$ cat src/hdl/asc_pkg.sv
package asc_pkg;
	localparam int ADDR_W = 4;
	localparam int DATA_W = 32;
	localparam int CODE_W = 10;
	localparam int PMUX_W = 8;
	localparam int NMUX_W = 3;
	// Register offsets
	localparam logic [3:0] OFS_CTRL   = 4'h0;
	localparam logic [3:0] OFS_MUX    = 4'h4;
	localparam logic [3:0] OFS_CODE   = 4'h8;
	localparam logic [3:0] OFS_STATUS = 4'hc;
	// Control register bit positions
	localparam int B_NEG_GND  = 0;
	localparam int B_HOLD     = 1;
	localparam int B_PASS     = 2;
	localparam int B_LATCH_N  = 3;
	localparam int B_PROBE    = 4;
	localparam int B_SPEEDUP  = 5;
	localparam int B_VCC_REF  = 6;
	localparam int B_AMP_PWR  = 7;
	localparam int B_ADC_PWR  = 8;
	localparam int B_BG_REF   = 9;
	localparam int B_GAIN_CLK = 10;
	localparam int B_GAIN_PATH = 11;
	localparam int B_BG_NEG   = 12;
	localparam int B_BYPASS   = 13;
	localparam int B_G10      = 14;
	localparam int B_G20      = 15;
	localparam int CTRL_W     = 16;
	// Mux register field positions
	localparam int F_PMUX_LSB = 0;
	localparam int F_NMUX_LSB = 8;
	// Idle values and synchronizer depth
	localparam logic [15:0] CTRL_IDLE = 16'h200e;
	localparam logic [7:0]  PMUX_IDLE = 8'h01;
	localparam logic [2:0]  NMUX_IDLE = 3'h0;
	localparam logic [9:0]  CODE_IDLE = 10'h200;
	localparam int SYNC_STAGES = 3;
endpackage

$ cat src/hdl/asc_sync.sv
`timescale 1ns/1ps
module asc_sync (
	input  wire logic clk_in,
	input  wire logic resetn_in,
	input  wire logic async_in,
	output logic      level_out
);
	logic [2:0] stage_q;
	logic [2:0] stage_d;
	logic       level_q;
	logic       level_d;

	always_comb begin
		stage_d = {stage_q[1:0], async_in};
		level_d = (stage_q[1] == stage_q[2]) ? stage_q[2] : level_q;
	end

	always_ff @(posedge clk_in or negedge resetn_in) begin
		if (!resetn_in) begin
			stage_q <= 3'h0;
			level_q <= 1'b0;
		end else begin
			stage_q <= stage_d;
			level_q <= level_d;
		end
	end

	assign level_out = level_q;
endmodule

$ cat src/hdl/asc_top.sv
`timescale 1ns/1ps
module asc_top (
	input  wire logic        clk_in,
	input  wire logic        resetn_in,
	input  wire logic [3:0]  addr_in,
	input  wire logic [31:0] wdata_in,
	input  wire logic        wr_in,
	input  wire logic        rd_in,
	input  wire logic        comparator_in,
	output logic [31:0]      rdata_out,
	output logic             negative_ground_out,
	output logic             sample_hold_out,
	output logic             gain_pass_gate_out,
	output logic             latch_reset_n_out,
	output logic             switchcap_probe_out,
	output logic             gain_speedup_out,
	output logic             supply_reference_select_out,
	output logic             amplifier_power_out,
	output logic             converter_power_out,
	output logic             bandgap_as_reference_out,
	output logic             gain_clock_out,
	output logic             gain_path_out,
	output logic             bandgap_negative_out,
	output logic             bypass_path_out,
	output logic             gain10_out,
	output logic             gain20_out,
	output logic [7:0]       positive_input_select_out,
	output logic [2:0]       negative_input_select_out,
	output logic [9:0]       trial_code_out,
	output logic             decision_out
);
	logic [15:0] ctrl_q;
	logic [15:0] ctrl_d;
	logic [7:0]  pmux_q;
	logic [7:0]  pmux_d;
	logic [2:0]  nmux_q;
	logic [2:0]  nmux_d;
	logic [9:0]  code_q;
	logic [9:0]  code_d;
	logic        decision_q;
	logic        decision_d;
	logic [31:0] rdata_q;
	logic [31:0] rdata_d;
	logic        comp_sync;

	asc_sync u_sync (
		.clk_in    (clk_in),
		.resetn_in (resetn_in),
		.async_in  (comparator_in),
		.level_out (comp_sync)
	);

	// Control vector loading
	always_comb begin
		ctrl_d = ctrl_q;
		pmux_d = pmux_q;
		nmux_d = nmux_q;
		code_d = code_q;
		if (wr_in) begin
			if (addr_in == asc_pkg::OFS_CTRL) begin
				ctrl_d = wdata_in[15:0];
			end else if (addr_in == asc_pkg::OFS_MUX) begin
				pmux_d = wdata_in[asc_pkg::F_PMUX_LSB +: 8];
				nmux_d = wdata_in[asc_pkg::F_NMUX_LSB +: 3];
			end else if (addr_in == asc_pkg::OFS_CODE) begin
				code_d = wdata_in[9:0];
			end
		end
	end

	// Comparator decision latch
	always_comb begin
		decision_d = decision_q;
		if (!ctrl_q[asc_pkg::B_ADC_PWR]) begin
			decision_d = 1'b0;
		end else if (!ctrl_q[asc_pkg::B_LATCH_N]) begin
			decision_d = 1'b0;
		end else if (ctrl_q[asc_pkg::B_HOLD]) begin
			decision_d = comp_sync;
		end
	end

	// Read path, data valid the cycle after the strobe
	always_comb begin
		rdata_d = 32'h0;
		if (rd_in) begin
			if (addr_in == asc_pkg::OFS_CTRL) begin
				rdata_d = {16'h0, ctrl_q};
			end else if (addr_in == asc_pkg::OFS_MUX) begin
				rdata_d = {21'h0, nmux_q, pmux_q};
			end else if (addr_in == asc_pkg::OFS_CODE) begin
				rdata_d = {22'h0, code_q};
			end else if (addr_in == asc_pkg::OFS_STATUS) begin
				rdata_d = {31'h0, decision_q};
			end
		end
	end

	// Control vector registers
	always_ff @(posedge clk_in or negedge resetn_in) begin
		if (!resetn_in) begin
			ctrl_q <= asc_pkg::CTRL_IDLE;
			pmux_q <= asc_pkg::PMUX_IDLE;
			nmux_q <= asc_pkg::NMUX_IDLE;
			code_q <= asc_pkg::CODE_IDLE;
		end else begin
			ctrl_q <= ctrl_d;
			pmux_q <= pmux_d;
			nmux_q <= nmux_d;
			code_q <= code_d;
		end
	end

	// Decision register
	always_ff @(posedge clk_in or negedge resetn_in) begin
		if (!resetn_in) begin
			decision_q <= 1'h0;
		end else begin
			decision_q <= decision_d;
		end
	end

	// Read data register
	always_ff @(posedge clk_in or negedge resetn_in) begin
		if (!resetn_in) begin
			rdata_q <= 32'h0;
		end else begin
			rdata_q <= rdata_d;
		end
	end

	assign rdata_out                   = rdata_q;
	assign negative_ground_out         = ctrl_q[asc_pkg::B_NEG_GND];
	assign sample_hold_out             = ctrl_q[asc_pkg::B_HOLD];
	assign gain_pass_gate_out          = ctrl_q[asc_pkg::B_PASS];
	assign latch_reset_n_out           = ctrl_q[asc_pkg::B_LATCH_N];
	assign switchcap_probe_out         = ctrl_q[asc_pkg::B_PROBE];
	assign gain_speedup_out            = ctrl_q[asc_pkg::B_SPEEDUP];
	assign supply_reference_select_out = ctrl_q[asc_pkg::B_VCC_REF];
	assign amplifier_power_out         = ctrl_q[asc_pkg::B_AMP_PWR];
	assign converter_power_out         = ctrl_q[asc_pkg::B_ADC_PWR];
	assign bandgap_as_reference_out    = ctrl_q[asc_pkg::B_BG_REF];
	assign gain_clock_out              = ctrl_q[asc_pkg::B_GAIN_CLK];
	assign gain_path_out               = ctrl_q[asc_pkg::B_GAIN_PATH];
	assign bandgap_negative_out        = ctrl_q[asc_pkg::B_BG_NEG];
	assign bypass_path_out             = ctrl_q[asc_pkg::B_BYPASS];
	assign gain10_out                  = ctrl_q[asc_pkg::B_G10];
	assign gain20_out                  = ctrl_q[asc_pkg::B_G20];
	assign positive_input_select_out   = pmux_q;
	assign negative_input_select_out   = nmux_q;
	assign trial_code_out              = code_q;
	assign decision_out                = decision_q;
endmodule

$ cat config.mk
export PLATFORM = sky130hd
export DESIGN_NAME = asc_top
export DESIGN_NICKNAME = d
export VERILOG_FILES = /design/src/hdl/asc_pkg.sv /design/src/hdl/asc_sync.sv /design/src/hdl/asc_top.sv
export SDC_FILE = /design/constraint.sdc
export NUM_CORES = 1
export LEC_CHECK = 0
export ABC_AREA = 1
export ABC_CLOCK_PERIOD_IN_PS = 1320
export BUFFER_PORTS_ARGS = -buffer_cell sky130_fd_sc_hd__clkbuf_2
export CAP_MARGIN = 20
export CORE_MARGIN = 1
export CORE_UTILIZATION = 35
export CTS_CLUSTER_SIZE = 25
export DETAILED_ROUTE_END_ITERATION = 8
export GPL_TIMING_DRIVEN = 1
export PLACE_DENSITY = 0.68
export RECOVER_POWER = 100
export SYNTH_ARGS = -nofsm -noshare
export SYNTH_HDL_FRONTEND = slang
export SYNTH_SLANG_ARGS = --single-unit
$ cat constraint.sdc
create_clock -name clk_in -period 1.32 [get_ports clk_in]
set_clock_uncertainty 0.1 [all_clocks]
set_input_delay 0.132 -clock clk_in [delete_from_list [all_inputs] [get_ports clk_in]]
set_output_delay 0.132 -clock clk_in [all_outputs]
set_load 0.1 [all_outputs]
Word-level counts from Yosys, hierarchy flattened
Index checks and enable logic that the tools add are counted.
{"block": "classes", "eq_ne": 5, "muxes": 8, "bitwise_logic": 2, "reduce_logical": 4}
{"cell": "16-bit 2-to-1 mux", "n": 2}
{"cell": "11-bit 2-to-1 mux", "n": 1}
{"cell": "10-bit 2-to-1 mux", "n": 1}
{"cell": "4-bit equality test (second input constant)", "n": 2}
{"cell": "4-bit by 3-bit equality test with 1-bit output (second input constant)", "n": 1}
{"cell": "4-bit zero test", "n": 1}
{"cell": "1-bit 2-to-1 mux", "n": 4}
{"cell": "4-bit AND reduction", "n": 1}
{"cell": "3-bit inequality test (second input constant)", "n": 1}
{"cell": "3-bit AND reduction", "n": 1}
{"cell": "1-bit NOT", "n": 2}
{"cell": "2-bit AND reduction", "n": 1}
{"cell": "1-bit equality test", "n": 1}
{"block": "totals", "regBits": 74, "elab_cells": 27, "in_bits": 41, "out_inout_bits": 70}

Depth between registers and ports, before layout
Gate-level depths: netlist of the first run.
{"block": "depth", "depth_word": 6, "mapped_depth": 8, "mapped_depth_nobuf": 7}

By module
From an unflattened synthesis of the first run, not the netlist that was laid out.
{"block": "unflattened", "cells_unflattened": 310, "hier_area_um2": 2706.3}
{"module": "asc_top", "cells_each": 302, "n_inst": 1, "area_each_um2": 2590.0, "seq_area_each_um2": 1358.8}
{"module": "asc_sync", "cells_each": 8, "n_inst": 1, "area_each_um2": 116.4, "seq_area_each_um2": 100.1}

Worst setup path before layout of the first run
Ideal clock, no wire load.
{"block": "synth_timing", "kind": "flip-flop to flip-flop", "from": "register ctrl_q[8]", "to": "register rdata_q[8], in the netlist rdata_out[8]", "stages_incl_launch_ff": 5, "n_path_buf": 0, "setup_ps": 78, "setup_slack_ps": -141, "required_time_ps": 1142, "t_arrival_ps": 1283, "synth_period_minus_slack_ps": 1461, "cell_sequence": "dfrtp_1 > inv_1 > nand3_1 > nand2_1 > a21oi_1"}
{"block": "synth_between", "elab_chain_len": 2}
{"element": "start: declaration", "line": "asc_top.sv:32", "text": "logic [15:0] ctrl_q;"}
{"element": "start signal: assignment", "line": "asc_top.sv:102", "text": "ctrl_q <= asc_pkg::CTRL_IDLE;"}
{"element": "start signal: assignment", "line": "asc_top.sv:107", "text": "ctrl_q <= ctrl_d;"}
{"element": "16-bit 2-to-1 mux", "line": "asc_top.sv:87", "text": "if (addr_in == asc_pkg::OFS_CTRL) begin"}
{"element": "16-bit 2-to-1 mux", "line": "asc_top.sv:86", "text": "if (rd_in) begin"}
{"element": "named net rdata_d[8]", "line": "asc_top.sv:43", "text": "logic [31:0] rdata_d;"}
{"element": "end signal: assignment", "line": "asc_top.sv:128", "text": "rdata_q <= rdata_d;"}
{"element": "end: declaration", "line": "asc_top.sv:42", "text": "logic [31:0] rdata_q;"}
The timed path passes the listed nets, and every way through them passes these cells.
A chain may end at the register's enable or synchronous reset.

Final worst setup path of the first run
{"block": "layout_timing", "from": "register ctrl_q[3]", "to": "output port latch_reset_n_out"}
{"element": "end: declaration", "line": "asc_top.sv:14", "text": "output logic latch_reset_n_out,"}
No word-level cell between the ends.

==> results of run 1 <==
==> metal layers <==
metal	vias to the layer above	part of all wire (%)	GRT usage, %
met1	1146	40	24.3
met5	-	0	0
met3	15	6.6	4.08
met2	109	52	35.9
li1	1115	-	-
met4	0	2.1	10.4
==> worst reg2reg max path: stages, from the launching register on <==
cell      delay [ns]
dfstp_4         0.63
clkbuf_4        0.13
inv_1           0.06
o21ai_0         0.16
nor2_1          0.06
==> per-stage QoR <==
stage / power [µW] / utilization [%]
after floorplan: 4850 / -
after global placement: 6320 / 56.2
after detailed placement: 6360 / 56.2
after CTS: 8260 / 62.4
after global routing: 8050 / 56.3
final: 7790 / 56.3
==> registers in the layout, summed over array words and instances, names as in the netlist <==
register and count:
decision_out 1, u_sync.stage_q 3, ctrl_q 16, trial_code_out 10, positive_input_select_out 8, rdata_out 16
negative_input_select_out 3, u_sync.level_out 1
==> cells by family after synthesis <==
logic type / count (synthesis) / synth area share, %
AND/OR/NAND/NOR: 114 / 19.1
adder cells (fa/ha/maj): 1 / 0.391
other: 1 / 0.147
flip-flops: 58 / 57.0
buffers and inverters: 51 / 10.7
AO/OA/AOI/OAI: 59 / 12.6
==> synth_stat cells <==
cell,n
nor2_1,8
buf_2,6
o21ai_0,31
dfrtp_1,52
nor2_4,3
a21boi_0,1
o21ai_1,8
inv_1,18
buf_4,20
nand3_1,20
o22ai_1,1
nand2_1,79
dfstp_2,6
maj3_1,1
inv_2,1
nor2_2,2
conb_1,1
nand3_2,1
a21oi_1,9
clkbuf_1,5
nand4_1,1
o211ai_1,9
clkinv_1,1
==> worst max path at each step <==
| stage | start | endpoint | slack [ns] | depth (start not counted) |
|---|---|---|---|---|
| 2_1_floorplan | trial_code_out[9] | rdata_out[9] | 0.02 | 2 |
| 3_3_place_gp | addr_in[1] | rdata_out[10] | 0.05 | 5 |
| 3_5_place_dp | addr_in[1] | rdata_out[10] | 0.02 | 5 |
| 4_1_cts | ctrl_q[3] | latch_reset_n_out | -0.07 | 1 |
| 5_1_grt | ctrl_q[3] | latch_reset_n_out | -0.08 | 1 |
| 6_report | ctrl_q[3] | latch_reset_n_out | -0.06 | 1 |
==> what timing repair did <==
item / CTS / global route
buffers inserted: 4 / 0
endpoints found under the hold margin: 91 / 0
endpoints found under the setup margin: 5 / 7
resized for setup: 0 / 2
hold buffers: 18 / 0
==> area by class of cell <==
type	instances	area, µm²	share of cell area [%]
Sequential cell	58	1500	38.4
Clock inverter	5	77.6	1.98
Clock buffer	11	141	3.61
Timing Repair Buffer	119	1130	28.9
Inverter	20	75.1	1.92
Multi-Input combinational cell	190	865	22.1
Tap cell	96	120	3.07
==> power groups by stage <==
stage	Combinational (µW)	Sequential (µW)	Clock, µW
3_5_place_dp	3840	2520	0
4_1_cts	3940	2490	1830
2_1_floorplan	548	4300	0
5_1_grt	3680	2450	1930
3_3_place_gp	3800	2520	0
6_report	3560	2410	1820
==> qor.txt, run 1 <==
Status: finished, violations left
Violations in the final reports: negative setup slack
Sequential share of the synthesized area: 57.0%
GRT Total Usage: 20.7%
Hold wc startpoint: rd_in
Synth cell types: 23
Level count of the clock H-tree: 3
Clk slew on worst S/H paths: 0.07 ns
MaxCap Viol Count: 0
Tmin final: 1.38 ns
Max clock buf depth: 2
Non-filler cells, final: 499
Critical Path Max Stage Delay: 0.63 ns
Max_slew headroom: 49.4%
Final Cell Area: 3910 µm²
Switching Fraction: 46.8%
Setup WS post-layout: -0.0605 ns
Wire length per cell: 14.7 µm
Vias in the first global route: 2376
Layout cells sized above 1: 36.2%
Buffers on Ports: 78
Skew-Pair Late Insertion Delay: 0.34 ns
Clk root buf: clkbuf_8
Period Utilization, post-route: 105%
Kind of cell adding the most delay to the critical path: flip-flops
Nets@finish: 439
Crit Path Max Fanout: 2
Area growth from synthesis to layout: 53.0%
CP Capture Type: output pin
Final wirelength: 7.33 mm
Setup-failing EPs final: 4
DRT Pass-1 Iters: 5
P_sw: 3650 µW
Setup_tns: -0.186 ns
N_diodes: 0
Crit-path cells: buf_12
Endpoints failing hold: 0
Yosys warnings: 0
Die H: 87.5 µm
Sequential share of power: 30.9%
First-pass GRT wire length: 11.6 mm
CP Buf/Inv Count: 1
Pwr/cell area: 1990 nW/µm²
Reg-to-Reg Start: ctrl_q[1]
Hpwl dp: 5.06 mm
FF-to-FF End: decision_out
Syn_area_per_cell: 9.01 µm²
CORE AREA: 6940 µm²
Area of the die: 7650 µm²
Hold endpoint: rdata_out[4]
Reg2reg setup slack: 0.07 ns
Critical Path AT: 1.15 ns
DRC viols: 0
Setup crit start kind: flip-flop
RSZ-0062 raised after global routing: true
# IOs: 111
Area share of the largest cell type after synthesis: 50.9%
Reg2reg path depth: 4
Fillers: 607
Starting Density: 36.8%
Top post-synthesis cells by area: dfrtp_1, nand2_1, dfstp_2, o21ai_0, buf_4
Placed cell count: 461
Slew @ Worst Pin: 0.759 ns
Initial antenna violation count: 0
Commonest non-fill, non-tap cell in the layout: nand2_1
Row Count: 30
Vias per std cell: 4.78
Commonest cells after routing, fill and taps aside: nand2_1, o21ai_0, dfrtp_1, clkbuf_2, dfrtp_2
Worst Hold Depth: 3
CTS tree: done
Initial DRC Count: 128
Total grt overflow: 0
Routability Congestion: 0.878
Total CTS buffers: 9
Setup CP Type: flip-flop to output pin
Static leakage: 0.00188 µW
P_int: 4140 µW
Clock share of power: 23.3%
Clock sink total: 58
Fmax achieved: 724 MHz
Die X: 87.5 µm
Syn Inst Count: 284
Area leader, netlist: dfrtp_1
Largest net degree at the start of global routing: 27
FF+latch count, synth: 58
Worst slack, placed: 0.0230 ns
DP Area: 3910 µm²
DR vias: 2385
Hold Path Class: input pin to flip-flop
Cell Area, Synth: 2560 µm²
Peak VDD IR: 0.000953 V
Hold Slack: 0.0816 ns
CP max-delay cell: dfstp_4
Final max-slew violation count: 0
DRT antenna net count: 0
Worst path required time: 1.09 ns
Gate power share: 45.7%
No activity file was read; power rests on OpenSTA's default activity.
==> run 2, diff against run 1 <==
CORE_UTILIZATION = 47   (was 35)
PLACE_DENSITY = 0.85   (was 0.68)
==> qor.txt, run 2 (same netlist as run 1, synthesis figures left out) <==
Setup crit start kind: flip-flop (unchanged)
Hold Slack: 0.0663 ns (was 0.0816 ns)
Fmax achieved: 725 MHz (was 724 MHz)
Vias in the first global route: 2680 (was 2376)
Setup_tns: -0.210 ns (was -0.186 ns)
Violations in the final reports: design-rule violations, negative setup slack (was negative setup slack)
Clock sink total: 58 (unchanged)
Worst Hold Depth: 4 (was 3)
Kind of cell adding the most delay to the critical path: flip-flops (unchanged)
DRT antenna net count: 0 (unchanged)
Final wirelength: 9.27 mm (was 7.33 mm)
Max_slew headroom: 45.2% (was 49.4%)
Static leakage: 0.00187 µW (was 0.00188 µW)
Nets@finish: 435 (was 439)
Row Count: 26 (was 30)
Grt peak-use layer: met2 (unchanged)
Worst slack, placed: -0.00622 ns (was 0.0230 ns)
Setup CP Type: flip-flop to output pin (unchanged)
Routability Congestion: 0.933 (was 0.878)
Skew-Pair Late Insertion Delay: 0.34 ns (about the same)
Critical path depth: 1 (unchanged)
M2 GR Usage: 59.3% (was 35.9%)
Crit-path cells: buf_12 (unchanged)
Clk slew on worst S/H paths: 0.06 ns (was 0.07 ns)
Crit Path Max Fanout: 3 (was 2)
Critical Path AT: 1.15 ns (about the same)
Area growth from synthesis to layout: 51.6% (was 53.0%)
Die H: 75.8 µm (was 87.5 µm)
DRC viols: 1 (was 0)
DRT Pass-1 Iters: 9 (was 5)
Largest net degree at the start of global routing: 29 (was 27)
Final max-slew violation count: 0 (unchanged)
Hpwl dp: 5.63 mm (was 5.06 mm)
CP Capture Type: output pin (unchanged)
GRT Total Usage: 35.6% (was 20.7%)
Period Utilization, post-route: 104% (was 105%)
Initial antenna violation count: 0 (unchanged)
Clk root buf: clkbuf_8 (unchanged)
Vias per std cell: 5.74 (was 4.78)
Final Cell Area: 3880 µm² (was 3910 µm²)
Max clock buf depth: 2 (unchanged)
CORE AREA: 5170 µm² (was 6940 µm²)
Non-filler cells, final: 469 (was 499)
Worst path required time: 1.09 ns (about the same)
Commonest cells after routing, fill and taps aside: nand2_1, o21ai_0, dfrtp_1, clkbuf_2, dfrtp_2 (unchanged)
Setup WS post-layout: -0.0591 ns (was -0.0605 ns)
First-pass GRT wire length: 14.5 mm (was 11.6 mm)
Peak VDD IR: 0.00128 V (was 0.000953 V)
DP Area: 3890 µm² (was 3910 µm²)
Tmin final: 1.38 ns (about the same)
Layout cells sized above 1: 35.6% (was 36.2%)
DR vias: 2692 (was 2385)
CP max-delay cell: dfstp_4 (unchanged)
# IOs: 111 (unchanged)
Buffers on Ports: 78 (unchanged)
Setup-failing EPs final: 5 (was 4)
Total grt overflow: 0 (unchanged)
Pwr/cell area: 2050 nW/µm² (was 1990 nW/µm²)
Reg2reg setup slack: 0.04 ns (was 0.07 ns)
Slew @ Worst Pin: 0.822 ns (was 0.759 ns)
Endpoints failing hold: 0 (unchanged)
M3 GR Usage: 8.73% (was 4.08%)
Die X: 75.8 µm (was 87.5 µm)
Wire length per cell: 19.8 µm (was 14.7 µm)
Initial DRC Count: 372 (was 128)
Hold Path Class: input pin to flip-flop (unchanged)
RSZ-0062 raised after global routing: true (unchanged)
Area of the die: 5740 µm² (was 7650 µm²)
Level count of the clock H-tree: 3 (unchanged)
Starting Density: 49.4% (was 36.8%)
Placed cell count: 432 (was 461)
Commonest non-fill, non-tap cell in the layout: nand2_1 (unchanged)
Reg2reg path depth: 5 (was 4)
Critical Path Max Stage Delay: 0.64 ns (was 0.63 ns)
Total CTS buffers: 9 (unchanged)
N_diodes: 0 (unchanged)
GR Util met1: 40.7% (was 24.3%)
Status: finished, violations left (unchanged)
CP Buf/Inv Count: 1 (unchanged)
CTS tree: done (unchanged)
MaxCap Viol Count: 0 (unchanged)
==> run 2: final cells by class <==
cell class | count | area (µm²)
inverter | 20 | 75.1
tap | 70 | 87.6
clock buffer | 11 | 141
sequential | 58 | 1500
fill | 319 | 1290
multi-input combinational | 190 | 872
timing repair buffer | 115 | 1120
clock inverter | 5 | 77.6
==> run 2: power by group <==
part	internal, µW	switching, µW	total, µW
Sequential	2130	319	2440
Clock	1110	720	1830
Combinational	924	2740	3660
Total	4160	3780	7940
==> run 2: timing repair <==
action                     CTS  global route
buffers inserted             3             0
hold endpoints to repair    90             0
setup endpoints to repair    5             8
gates resized for setup      0             4
cloned                       0             0
hold buffers                18             0
==> run 2: worst min-delay path, delay by kind of cell <==
kind | cells | cell delay [ns]
buffers and inverters | 1 | 0.12
AND/OR/NAND/NOR | 3 | 0.20
==> run 2: metal layers <==
metal  up-vias  wire length (µm)  part of all wire [%]
met5         -                 0                     0
met4         0               603                   6.5
met3        72               847                   9.1
met2       242              4610                    50
met1      1272              3220                    35
li1       1106                 -                     -
==> run 2: path summary, 6_finish.rpt <==
path                                    from                end
min in group asynchronous          resetn_in      rdata_out[14]
max                                ctrl_q[1]    sample_hold_out
max reg2reg                        ctrl_q[3]       rdata_out[3]
max in group asynchronous          resetn_in          ctrl_q[3]
min reg2reg                u_sync.stage_q[0]  u_sync.stage_q[1]
min                               addr_in[0]       rdata_out[0]
==> run 2: stage by stage <==
step / power (µW) / util [%]
after floorplan: 4850 / -
after global placement: 6310 / 75.2
after detailed placement: 6390 / 75.2
after CTS: 8270 / 83.3
after global routing: 8130 / 75.0
final: 7940 / 75.0
